## config.mk

```make
export PLATFORM = sky130hd
export DESIGN_NAME = tcf_timer
export DESIGN_NICKNAME = d
export VERILOG_FILES = /design/src/verilog/tcf_pkg.sv /design/src/verilog/tcf_cmp_if.sv /design/src/verilog/tcf_compare.sv /design/src/verilog/tcf_timer.sv
export SDC_FILE = /design/constraint.sdc
export NUM_CORES = 1
export LEC_CHECK = 0
export BUFFER_PORTS_ARGS = -buffer_cell sky130_fd_sc_hd__buf_2
export CAP_MARGIN = 20
export CORE_MARGIN = 1.5
export CORE_UTILIZATION = 50
export DETAILED_ROUTE_END_ITERATION = 7
export PLACE_DENSITY = 0.8
export SETUP_SLACK_MARGIN = 0.3
export SLEW_MARGIN = 20
export SYNTH_ARGS = -nofsm -noshare
export SYNTH_HDL_FRONTEND = slang
export SYNTH_SLANG_ARGS = --single-unit
```

## constraint.sdc

```tcl
create_clock -name clock -period 2 [get_ports clock]
set_input_delay 0.1 -clock clock [delete_from_list [all_inputs] [get_ports clock]]
set_output_delay 0.1 -clock clock [all_outputs]
set_load 0.1 [all_outputs]
```

## src/verilog/tcf_pkg.sv

```systemverilog
package tcf_pkg;
    // register addresses on the 8-bit i/o register bus
    localparam logic [7:0] TCF_ADDR_COMPARE_B   = 8'h28;
    localparam logic [7:0] TCF_ADDR_IRQ_MASK    = 8'h6E;
    localparam logic [7:0] TCF_ADDR_COMPARE_A   = 8'h27;
    localparam logic [7:0] TCF_ADDR_IRQ_FLAGS   = 8'h35;
    localparam logic [7:0] TCF_ADDR_COUNTER     = 8'h26;
    localparam logic [7:0] TCF_ADDR_CONTROL     = 8'h25;
    // field positions in mask, flag and control registers, and the number of sources
    localparam int         TCF_BIT_WRAP         = 0;
    localparam int         TCF_BIT_MATCH_A      = 1;
    localparam int         TCF_BIT_MATCH_B      = 2;
    localparam int         TCF_BIT_CLEAR_MATCH  = 3;
    localparam int         TCF_NUM_SRC          = 3;
    // reset values and the counter maximum
    localparam logic [7:0] TCF_RST_COMPARE      = 8'h00;
    localparam logic [7:0] TCF_RST_COUNTER      = 8'h00;
    localparam logic [2:0] TCF_RST_MASK         = 3'h0;
    localparam logic [2:0] TCF_RST_FLAGS        = 3'h0;
    localparam logic [7:0] TCF_COUNT_MAX        = 8'hFF;
endpackage

```

## src/verilog/tcf_cmp_if.sv

```systemverilog
`timescale 1ns/10ps
// compare results passed from the compare unit to the top
interface tcf_cmp_if;
    logic [7:0] counter_value;
    logic [7:0] compare_a_value;
    logic [7:0] compare_b_value;
    logic       block_match;
    logic       match_a;
    logic       match_b;
    modport top (output counter_value, output compare_a_value, output compare_b_value,
                 output block_match, input match_a, input match_b);
    modport cmp (input counter_value, input compare_a_value, input compare_b_value,
                 input block_match, output match_a, output match_b);
endinterface

```

## src/verilog/tcf_compare.sv

```systemverilog
`timescale 1ns/10ps
module tcf_compare (
    // compare operands and results
    tcf_cmp_if.cmp cmp
);
    // equality is checked at all times; a counter write masks it
    wire eq_a = (cmp.counter_value == cmp.compare_a_value);
    wire eq_b = (cmp.counter_value == cmp.compare_b_value);
    assign cmp.match_a = eq_a & ~cmp.block_match;
    assign cmp.match_b = eq_b & ~cmp.block_match;
endmodule // tcf_compare

```

## src/verilog/tcf_timer.sv

```systemverilog
`timescale 1ns/10ps
module tcf_timer (
    // clock and reset
    input  wire logic       clock,
    input  wire logic       rst,
    // timer tick enable from the prescaler
    input  wire logic       timer_tick,
    // i/o register bus
    input  wire logic [7:0] io_addr,
    input  wire logic       io_wr,
    input  wire logic       io_rd,
    input  wire logic [7:0] io_wdata,
    output logic      [7:0] io_rdata,
    // vector acknowledge from the cpu, one bit per source
    input  wire logic [2:0] vector_ack,
    // interrupt requests
    output logic      [2:0] irq_req,
    // counter state
    output logic      [7:0] counter_value
);
    import tcf_pkg::*;

    logic [7:0] counter_reg,   counter_next;
    logic [7:0] cmp_a_reg,     cmp_b_reg;
    logic [2:0] mask_reg;
    logic [2:0] flags_reg,     flags_next;
    logic       clr_match_reg;
    logic       block_reg;
    logic [7:0] rdata_next;

    tcf_cmp_if cmp_bus ();

    assign cmp_bus.counter_value   = counter_reg;
    assign cmp_bus.compare_a_value = cmp_a_reg;
    assign cmp_bus.compare_b_value = cmp_b_reg;
    assign cmp_bus.block_match     = block_reg;

    tcf_compare u_compare (
        .cmp (cmp_bus.cmp)
    );

    // address decode
    wire wr_counter = io_wr && (io_addr == TCF_ADDR_COUNTER);
    wire wr_cmp_a   = io_wr && (io_addr == TCF_ADDR_COMPARE_A);
    wire wr_cmp_b   = io_wr && (io_addr == TCF_ADDR_COMPARE_B);
    wire wr_mask    = io_wr && (io_addr == TCF_ADDR_IRQ_MASK);
    wire wr_flags   = io_wr && (io_addr == TCF_ADDR_IRQ_FLAGS);
    wire wr_ctrl    = io_wr && (io_addr == TCF_ADDR_CONTROL);

    // matches only count on a timer tick so a stopped timer never flags
    wire match_a_ev = timer_tick && cmp_bus.match_a;
    wire match_b_ev = timer_tick && cmp_bus.match_b;
    wire ctc_clear  = clr_match_reg && match_a_ev;
    // wrap detect
    // a cpu write in the same cycle replaces the count, so no wrap is flagged
    wire wrap_ev    = timer_tick && !ctc_clear && !wr_counter && (counter_reg == TCF_COUNT_MAX);

    // cpu write has priority over counting
    assign counter_next = wr_counter ? io_wdata :
                          ctc_clear  ? TCF_RST_COUNTER :
                          timer_tick ? 8'(counter_reg + 8'h01) : counter_reg;

    wire [2:0] hw_set;
    assign hw_set[TCF_BIT_WRAP]    = wrap_ev;
    assign hw_set[TCF_BIT_MATCH_A] = match_a_ev;
    assign hw_set[TCF_BIT_MATCH_B] = match_b_ev;

    wire [2:0] sw_clr = (wr_flags ? io_wdata[2:0] : 3'h0) | vector_ack;
    // set wins over clear
    // per source; a set in the same cycle as a clear keeps the flag
    for (genvar src = 0; src < TCF_NUM_SRC; src++) begin : g_src
        assign flags_next[src] = hw_set[src] | (flags_reg[src] & ~sw_clr[src]);
    end

    // a mask write reaches the request at the same edge as the mask itself
    wire [2:0] mask_next = wr_mask ? io_wdata[2:0] : mask_reg;

    assign rdata_next = (io_addr == TCF_ADDR_COUNTER)   ? counter_reg :
                        (io_addr == TCF_ADDR_COMPARE_A) ? cmp_a_reg :
                        (io_addr == TCF_ADDR_COMPARE_B) ? cmp_b_reg :
                        (io_addr == TCF_ADDR_IRQ_MASK)  ? {5'h00, mask_reg} :
                        (io_addr == TCF_ADDR_IRQ_FLAGS) ? {5'h00, flags_reg} :
                        (io_addr == TCF_ADDR_CONTROL)   ? {4'h0, clr_match_reg, 3'h0} : 8'h00;

    always_ff @(posedge clock) begin
        if (rst) begin
            counter_reg <= TCF_RST_COUNTER;
            flags_reg   <= TCF_RST_FLAGS;
        end else begin
            counter_reg <= counter_next;
            flags_reg   <= flags_next;
        end
    end

    always_ff @(posedge clock) begin
        if (rst) begin
            cmp_a_reg <= TCF_RST_COMPARE;
            cmp_b_reg <= TCF_RST_COMPARE;
        end else begin
            if (wr_cmp_a) cmp_a_reg <= io_wdata;
            if (wr_cmp_b) cmp_b_reg <= io_wdata;
        end
    end

    always_ff @(posedge clock) begin
        if (rst) begin
            mask_reg      <= TCF_RST_MASK;
            clr_match_reg <= 1'b0;
        end else begin
            if (wr_mask) mask_reg <= io_wdata[2:0];
            if (wr_ctrl) clr_match_reg <= io_wdata[TCF_BIT_CLEAR_MATCH];
        end
    end

    // block held until the next timer tick has passed
    always_ff @(posedge clock) begin
        if (rst)
            block_reg <= 1'b0;
        else if (wr_counter)
            block_reg <= 1'b1;
        else if (timer_tick)
            block_reg <= 1'b0;
    end

    always_ff @(posedge clock) begin
        if (rst) begin
            irq_req       <= 3'h0;
            io_rdata      <= 8'h00;
            counter_value <= TCF_RST_COUNTER;
        end else begin
            irq_req       <= flags_next & mask_next;
            io_rdata      <= io_rd ? rdata_next : 8'h00;
            counter_value <= counter_next;
        end
    end

    a_block_after_write: assert property (@(posedge clock) disable iff (rst)
        wr_counter ##1 (timer_tick && !wr_counter) |-> !cmp_bus.match_a && !cmp_bus.match_b)
        else $error("match not blocked after counter write");

    a_match_b_sets: assert property (@(posedge clock) disable iff (rst)
        match_b_ev |=> flags_reg[TCF_BIT_MATCH_B])
        else $error("match b flag not set");

    a_match_a_sets: assert property (@(posedge clock) disable iff (rst)
        match_a_ev |=> flags_reg[TCF_BIT_MATCH_A])
        else $error("match a flag not set");

    a_wrap_sets_flag: assert property (@(posedge clock) disable iff (rst)
        (timer_tick && !wr_counter && counter_reg == 8'hFF && !ctc_clear)
        |=> counter_reg == 8'h00 && flags_reg[TCF_BIT_WRAP])
        else $error("wrap flag not set with counter zero");

    a_ctc_clears: assert property (@(posedge clock) disable iff (rst)
        (ctc_clear && !wr_counter) |=> counter_reg == 8'h00)
        else $error("counter not cleared on compare a match");

    a_vector_clears: assert property (@(posedge clock) disable iff (rst)
        (vector_ack[TCF_BIT_MATCH_B] && !match_b_ev) |=> !flags_reg[TCF_BIT_MATCH_B])
        else $error("vector did not clear match b flag");

    a_w1c_clears: assert property (@(posedge clock) disable iff (rst)
        (wr_flags && io_wdata[1] && !match_a_ev) |=> !flags_reg[TCF_BIT_MATCH_A])
        else $error("write one did not clear match a flag");

    a_zero_keeps: assert property (@(posedge clock) disable iff (rst)
        (wr_flags && !io_wdata[0] && vector_ack == 3'h0) |=> flags_reg[0] >= $past(flags_reg[0]))
        else $error("writing zero cleared wrap flag");

    a_irq_gating: assert property (@(posedge clock) disable iff (rst)
        ##1 irq_req == (flags_reg & mask_reg))
        else $error("interrupt request not flag and mask");

    a_reserved_zero: assert property (@(posedge clock) disable iff (rst)
        $past(io_rd && (io_addr == TCF_ADDR_IRQ_MASK || io_addr == TCF_ADDR_IRQ_FLAGS))
        |-> io_rdata[7:3] == 5'h00)
        else $error("reserved bits read non zero");

    a_match_a_flags: assert property (@(posedge clock) disable iff (rst)
        (timer_tick && !block_reg && counter_reg == cmp_a_reg) |=> flags_reg[TCF_BIT_MATCH_A])
        else $error("compare a equality not flagged");

    a_match_b_flags: assert property (@(posedge clock) disable iff (rst)
        (timer_tick && !block_reg && counter_reg == cmp_b_reg) |=> flags_reg[TCF_BIT_MATCH_B])
        else $error("compare b equality not flagged");

    a_cmp_a_write: assert property (@(posedge clock) disable iff (rst)
        wr_cmp_a |=> cmp_a_reg == $past(io_wdata))
        else $error("compare a write lost");

    a_cmp_b_write: assert property (@(posedge clock) disable iff (rst)
        wr_cmp_b |=> cmp_b_reg == $past(io_wdata))
        else $error("compare b write lost");

    a_mask_write: assert property (@(posedge clock) disable iff (rst)
        wr_mask |=> mask_reg == $past(io_wdata[2:0]))
        else $error("mask write lost");

    a_req_b_gate: assert property (@(posedge clock) disable iff (rst)
        irq_req[TCF_BIT_MATCH_B] == (flags_reg[TCF_BIT_MATCH_B] && mask_reg[TCF_BIT_MATCH_B]))
        else $error("match b request not gated by its enable");

    a_req_a_gate: assert property (@(posedge clock) disable iff (rst)
        irq_req[TCF_BIT_MATCH_A] == (flags_reg[TCF_BIT_MATCH_A] && mask_reg[TCF_BIT_MATCH_A]))
        else $error("match a request not gated by its enable");

    a_req_wrap_gate: assert property (@(posedge clock) disable iff (rst)
        irq_req[TCF_BIT_WRAP] == (flags_reg[TCF_BIT_WRAP] && mask_reg[TCF_BIT_WRAP]))
        else $error("wrap request not gated by its enable");

    a_w1c_match_b: assert property (@(posedge clock) disable iff (rst)
        (wr_flags && io_wdata[TCF_BIT_MATCH_B] && !match_b_ev) |=> !flags_reg[TCF_BIT_MATCH_B])
        else $error("write one did not clear match b flag");

    a_wrap_event: assert property (@(posedge clock) disable iff (rst)
        wrap_ev |=> flags_reg[TCF_BIT_WRAP])
        else $error("overflow did not set wrap flag");

    a_w1c_wrap: assert property (@(posedge clock) disable iff (rst)
        (wr_flags && io_wdata[TCF_BIT_WRAP] && !wrap_ev) |=> !flags_reg[TCF_BIT_WRAP])
        else $error("write one did not clear wrap flag");

    a_vector_wrap: assert property (@(posedge clock) disable iff (rst)
        (vector_ack[TCF_BIT_WRAP] && !wrap_ev) |=> !flags_reg[TCF_BIT_WRAP])
        else $error("vector did not clear wrap flag");

    a_vector_match_a: assert property (@(posedge clock) disable iff (rst)
        (vector_ack[TCF_BIT_MATCH_A] && !match_a_ev) |=> !flags_reg[TCF_BIT_MATCH_A])
        else $error("vector did not clear match a flag");

    a_free_count: assert property (@(posedge clock) disable iff (rst)
        (timer_tick && !wr_counter && !clr_match_reg) |=> counter_reg == 8'($past(counter_reg) + 8'h01))
        else $error("counter did not step freely");

    a_stopped_holds: assert property (@(posedge clock) disable iff (rst)
        (!timer_tick && !wr_counter) |=> counter_reg == $past(counter_reg))
        else $error("counter moved without a tick");

    a_block_set: assert property (@(posedge clock) disable iff (rst)
        wr_counter |=> block_reg)
        else $error("counter write did not arm match block");

    a_block_held: assert property (@(posedge clock) disable iff (rst)
        (block_reg && !timer_tick) |=> block_reg)
        else $error("match block dropped before a tick");

    a_set_beats_clear: assert property (@(posedge clock) disable iff (rst)
        (match_b_ev && wr_flags && io_wdata[TCF_BIT_MATCH_B]) |=> flags_reg[TCF_BIT_MATCH_B])
        else $error("software clear beat a hardware set");

    a_vector_set_wins: assert property (@(posedge clock) disable iff (rst)
        (vector_ack[TCF_BIT_MATCH_B] && match_b_ev) |=> flags_reg[TCF_BIT_MATCH_B])
        else $error("vector clear beat a hardware set");

    a_wrap_at_zero: assert property (@(posedge clock) disable iff (rst)
        $rose(flags_reg[TCF_BIT_WRAP]) |-> counter_reg == TCF_RST_COUNTER)
        else $error("wrap flag rose with counter not zero");

endmodule // tcf_timer

```

Word-level counts from Yosys, hierarchy flattened
Cells that the tools add are included.
- $add $sub $neg: 1
- equal/unequal tests: 9
- mux-type cells: 13
- bitwise gates (word level): 15
- reductions and logical operators: 17
- operators with widths (operator ; count):
    2-to-1 mux 8 bit ; 6
    == test 8 x 6 -> 1 bit (second input constant) ; 5
    == test 8 bit ; 2
    logical AND 1 bit ; 12
    2-to-1 mux 4 bit ; 3
    adder 8 x 1 -> 8 bit (second input constant) ; 1
    == test 8 x 7 -> 1 bit (second input constant) ; 1
    == test 8 bit (second input constant) ; 1
    2-to-1 mux 3 bit ; 2
    AND 1 bit ; 5
    NOT 1 bit ; 5
    AND 3 bit ; 1
    bitwise OR 1 bit ; 3
    bitwise OR 3 bit ; 1
    nonzero test 3 bit ; 1
    logical NOT 1 bit ; 2
    2-to-1 mux 1 bit ; 2
    nonzero test 2 bit ; 1
    OR reduction 2 bit ; 1
- register bits after elaboration: 43
- input bits: 24
- output and inout port bits: 19
- word-level logic and storage cells: 64

Logic depth before layout (Yosys ltp)
- word-level depth: 10
- gate-level depth with buffers: 6

Modules after synthesis
A second synthesis with hierarchy kept.
- cells, all modules: 260
- area total of the unflattened synthesis: 2384.8 µm²
- modules (own cells, without submodules) (module ; times used ; cells each ; area each (µm²) ; seq. area each (µm²)):
    tcf_timer ; 1 ; 238 ; 2209.6 ; 860.8
    tcf_compare ; 1 ; 22 ; 175.2 ; 0.0

Worst setup path before layout
Ideal clock, no wire load.
- path kind: reg2reg
- start: reg, netlist name counter_value[1]
- end: reg counter_value[6]
- data arrival time: 2573 ps
- data required time: 1943 ps
- setup slack: -630 ps
- cell stages (with the launch flop): 7
- clock period less this slack: 2630 ps
- cell sequence: dfxtp_1 > ha_1 > nand3_1 > or2_2 > or3_1 > a2111oi_0 > or2_2
- RTL lines (what ; RTL line ; source):
    end signal: assignment ; tcf_timer.sv:133 ; counter_value <= counter_next;
    end: declaration ; tcf_timer.sv:19 ; output logic [7:0] counter_value

==> reports/results.txt <==
status: finished, final reports clean
first-pass GRT wire length: 9850 µm
crit path cell chain: buf_6, xnor2_4, nand4_1, nor3_4, buf_6, buf_6, a2111oi_4, or2_4
Final period util: 85.4%
Placer Congestion: 0.979
total grt overflow: 0
CTS tree: done
Pleak: 1.15 nW
Cells after Synth: 279
DIE HEIGHT: 70.4 µm
Worst EP required: 2.20 ns
post-route cell area: 2910 µm²
DR iter-0 viols: 162
Max VDD drop: 483 µV
Synth warnings: 0
I/O Buffers: 42
total global-route track usage: 25.3%
Initial Utilization: 52.2%
final cell count without fillers: 379
synthesized area: 2270 µm²
final setup TNS: 0 ns
CTS Buf Count: 5
CTS H-tree depth: 2
Post-Route WL: 6320 µm
via-per-instance ratio: 6.05
Clk Latency, worst-skew pair: 0.31 ns
Syn Nets: 304
fillers: 340
critical path type: reg -> reg
Seq/Total Area, Yosys: 37.9%
# rows: 24
via count: 2293
Most used DFF post-synth: dfxtp_1
clk sinks: 43
First-pass DRT Iterations: 5
Setup crit start kind: register
vias in the first global route: 2091
MaxCap Viol Count: 0
endpoints failing setup: 0
pre-CTS WS: 0.207 ns
worst hold path class: in -> reg
crit-path most repeated cell: buf_6
total core area: 4350 µm²
CTS hold repair buffers: 0
hpwl dp: 4480 µm
multi-input logic area: 1480 µm²
initial antenna violation count: 0
Final Hold Viols: 0
die area: 4960 µm²
Slew Limit Fails: 0
largest fanout on the critical path: 7
fin crit period: 1.71 ns
synthesis-to-finish area growth: 28.1%
CP max stage delay: 0.37 ns
placed cell area: 2590 µm²
crit path capture type: register
# DRC: 0
Top-Level Pins: 43
Async SR Flop Fraction: 0%
WL/cell: 16.7 µm
layout cells sized above 1: 30.0%
Worst-path clk slew: 0.09 ns
FF+latch area: 891 µm²
Pwr Total: 1.80 mW
Synth Register Bits: 43
Die Wd: 70.4 µm
most frequent cells in the layout: 42 x nand2_1, 42 x buf_2, 35 x dfxtp_1
Post-DRT Antenna Nets: 0
CP max stage cell: dfxtp_4
Relative slew margins: 44.6%
root buf cell: clkbuf_8
Layout Nets: 351
unrepaired setup endpoints after global routing: yes
clk_skew: 0.00868 ns
Bufs on Longest Clock Path: 2
actual slew at the worst max-slew pin: 0.830 ns
Power per Cell Area: 619 nW/µm²
Max Fclk: 586 MHz
worst setup margin: 0.293 ns
Unique masters post-synth: 46
Arr. time, crit path: 1.91 ns
ANT cells: 0
average size of a mapped cell: 8.15 µm²
dpl cells: 362
largest net degree at the start of global routing: 44
EDFF count, synth: 0
layer usage:
| metal | global-route usage, % | routed length (µm) | part of all wire (%) |
|---|---|---|---|
| met5 | 0 | 0 | 0 |
| met3 | 5.34 | 503 | 8.0 |
| met4 | 10.7 | 138 | 2.2 |
| met2 | 39.2 | 3070 | 49 |
| met1 | 34.1 | 2600 | 41 |
final timing paths:
check | start | to | slack (ns) | cells past startpoint
min reg2reg | block_reg | block_reg | 0.46 | 2
max reg2reg | counter_value[0] | counter_value[6] | 0.29 | 8
max | counter_value[0] | counter_value[6] | 0.29 | 8
min | io_wdata[7] | cmp_a_reg[7] | 0.07 | 3
final cells by class:
cell class              instances  area share, %
well taps                      52           2.23
repair buffers                 57           11.5
inverters                       3          0.387
clock buffers                   7           4.08
flip-flops and latches         43           30.6
multi-input cells             216           50.9
clock inverters                 1          0.258
power by group:
group / total [mW] / switching, mW / leakage (nW) / internal [mW]
Sequential: 0.871 / 0.0135 / 0.353 / 0.858
Combinational: 0.214 / 0.140 / 0.733 / 0.0734
Clock: 0.717 / 0.320 / 0.0607 / 0.398
cell usage after synthesis (all sizes together) (4+ instances only):
cell	number	area (µm²)
nand2b	7	43.8
nand3	10	55.1
a2111oi	6	52.6
and3	4	25.0
nor3	4	20.0
nor2	23	86.3
a211oi	8	60.1
nand2	43	164
dfxtp	43	861
or3	4	27.5
a22oi	9	67.6
or2	8	50.1
buf	6	32.5
nand4	5	31.3
and2	4	25.0
clkbuf	11	42.5
xnor2	13	114
a21oi	19	95.1
nor2b	5	31.3
mux2i	10	100
repair_timing:
action	CTS	global route
setup endpoints to repair	2	9
pin swaps	1	7
cloned	0	0
gates resized for setup	4	23
buffers inserted	5	4
through the flow:
stage / hold WS (ns) / utilization, %
after floorplan: 0.240 / -
after global placement: 0.384 / 59.4
after detailed placement: 0.390 / 59.4
after CTS: 0.0695 / 63.5
after global routing: 0.0839 / 66.9
final: 0.0747 / 66.9
critical path, delay by kind of cell (launching register included):
| family | cells | cell delay (ns) |
|---|---|---|
| buffers and inverters | 3 | 0.39 |
| DFF | 1 | 0.37 |
| AOI/OAI and AO/OA | 1 | 0.03 |
| and+or+nand+nor | 3 | 0.66 |
| xor gates and xnor gates | 1 | 0.16 |
logic make-up (layout without fill, tap and decap cells):
| group | after synthesis | after routing | share of synthesized area [%] |
|---|---|---|---|
| AO/OA/AOI/OAI | 57 | 57 | 17.0 |
| XOR/XNOR | 16 | 16 | 6.16 |
| adder cells (fa/ha/maj) | 1 | 1 | 0.550 |
| buffers and inverters | 20 | 68 | 3.80 |
| flip-flops | 43 | 43 | 37.9 |
| multiplexers | 10 | 10 | 4.40 |
| AND/OR/NAND/NOR | 132 | 132 | 30.3 |
Power figures use the tool's default switching activity.
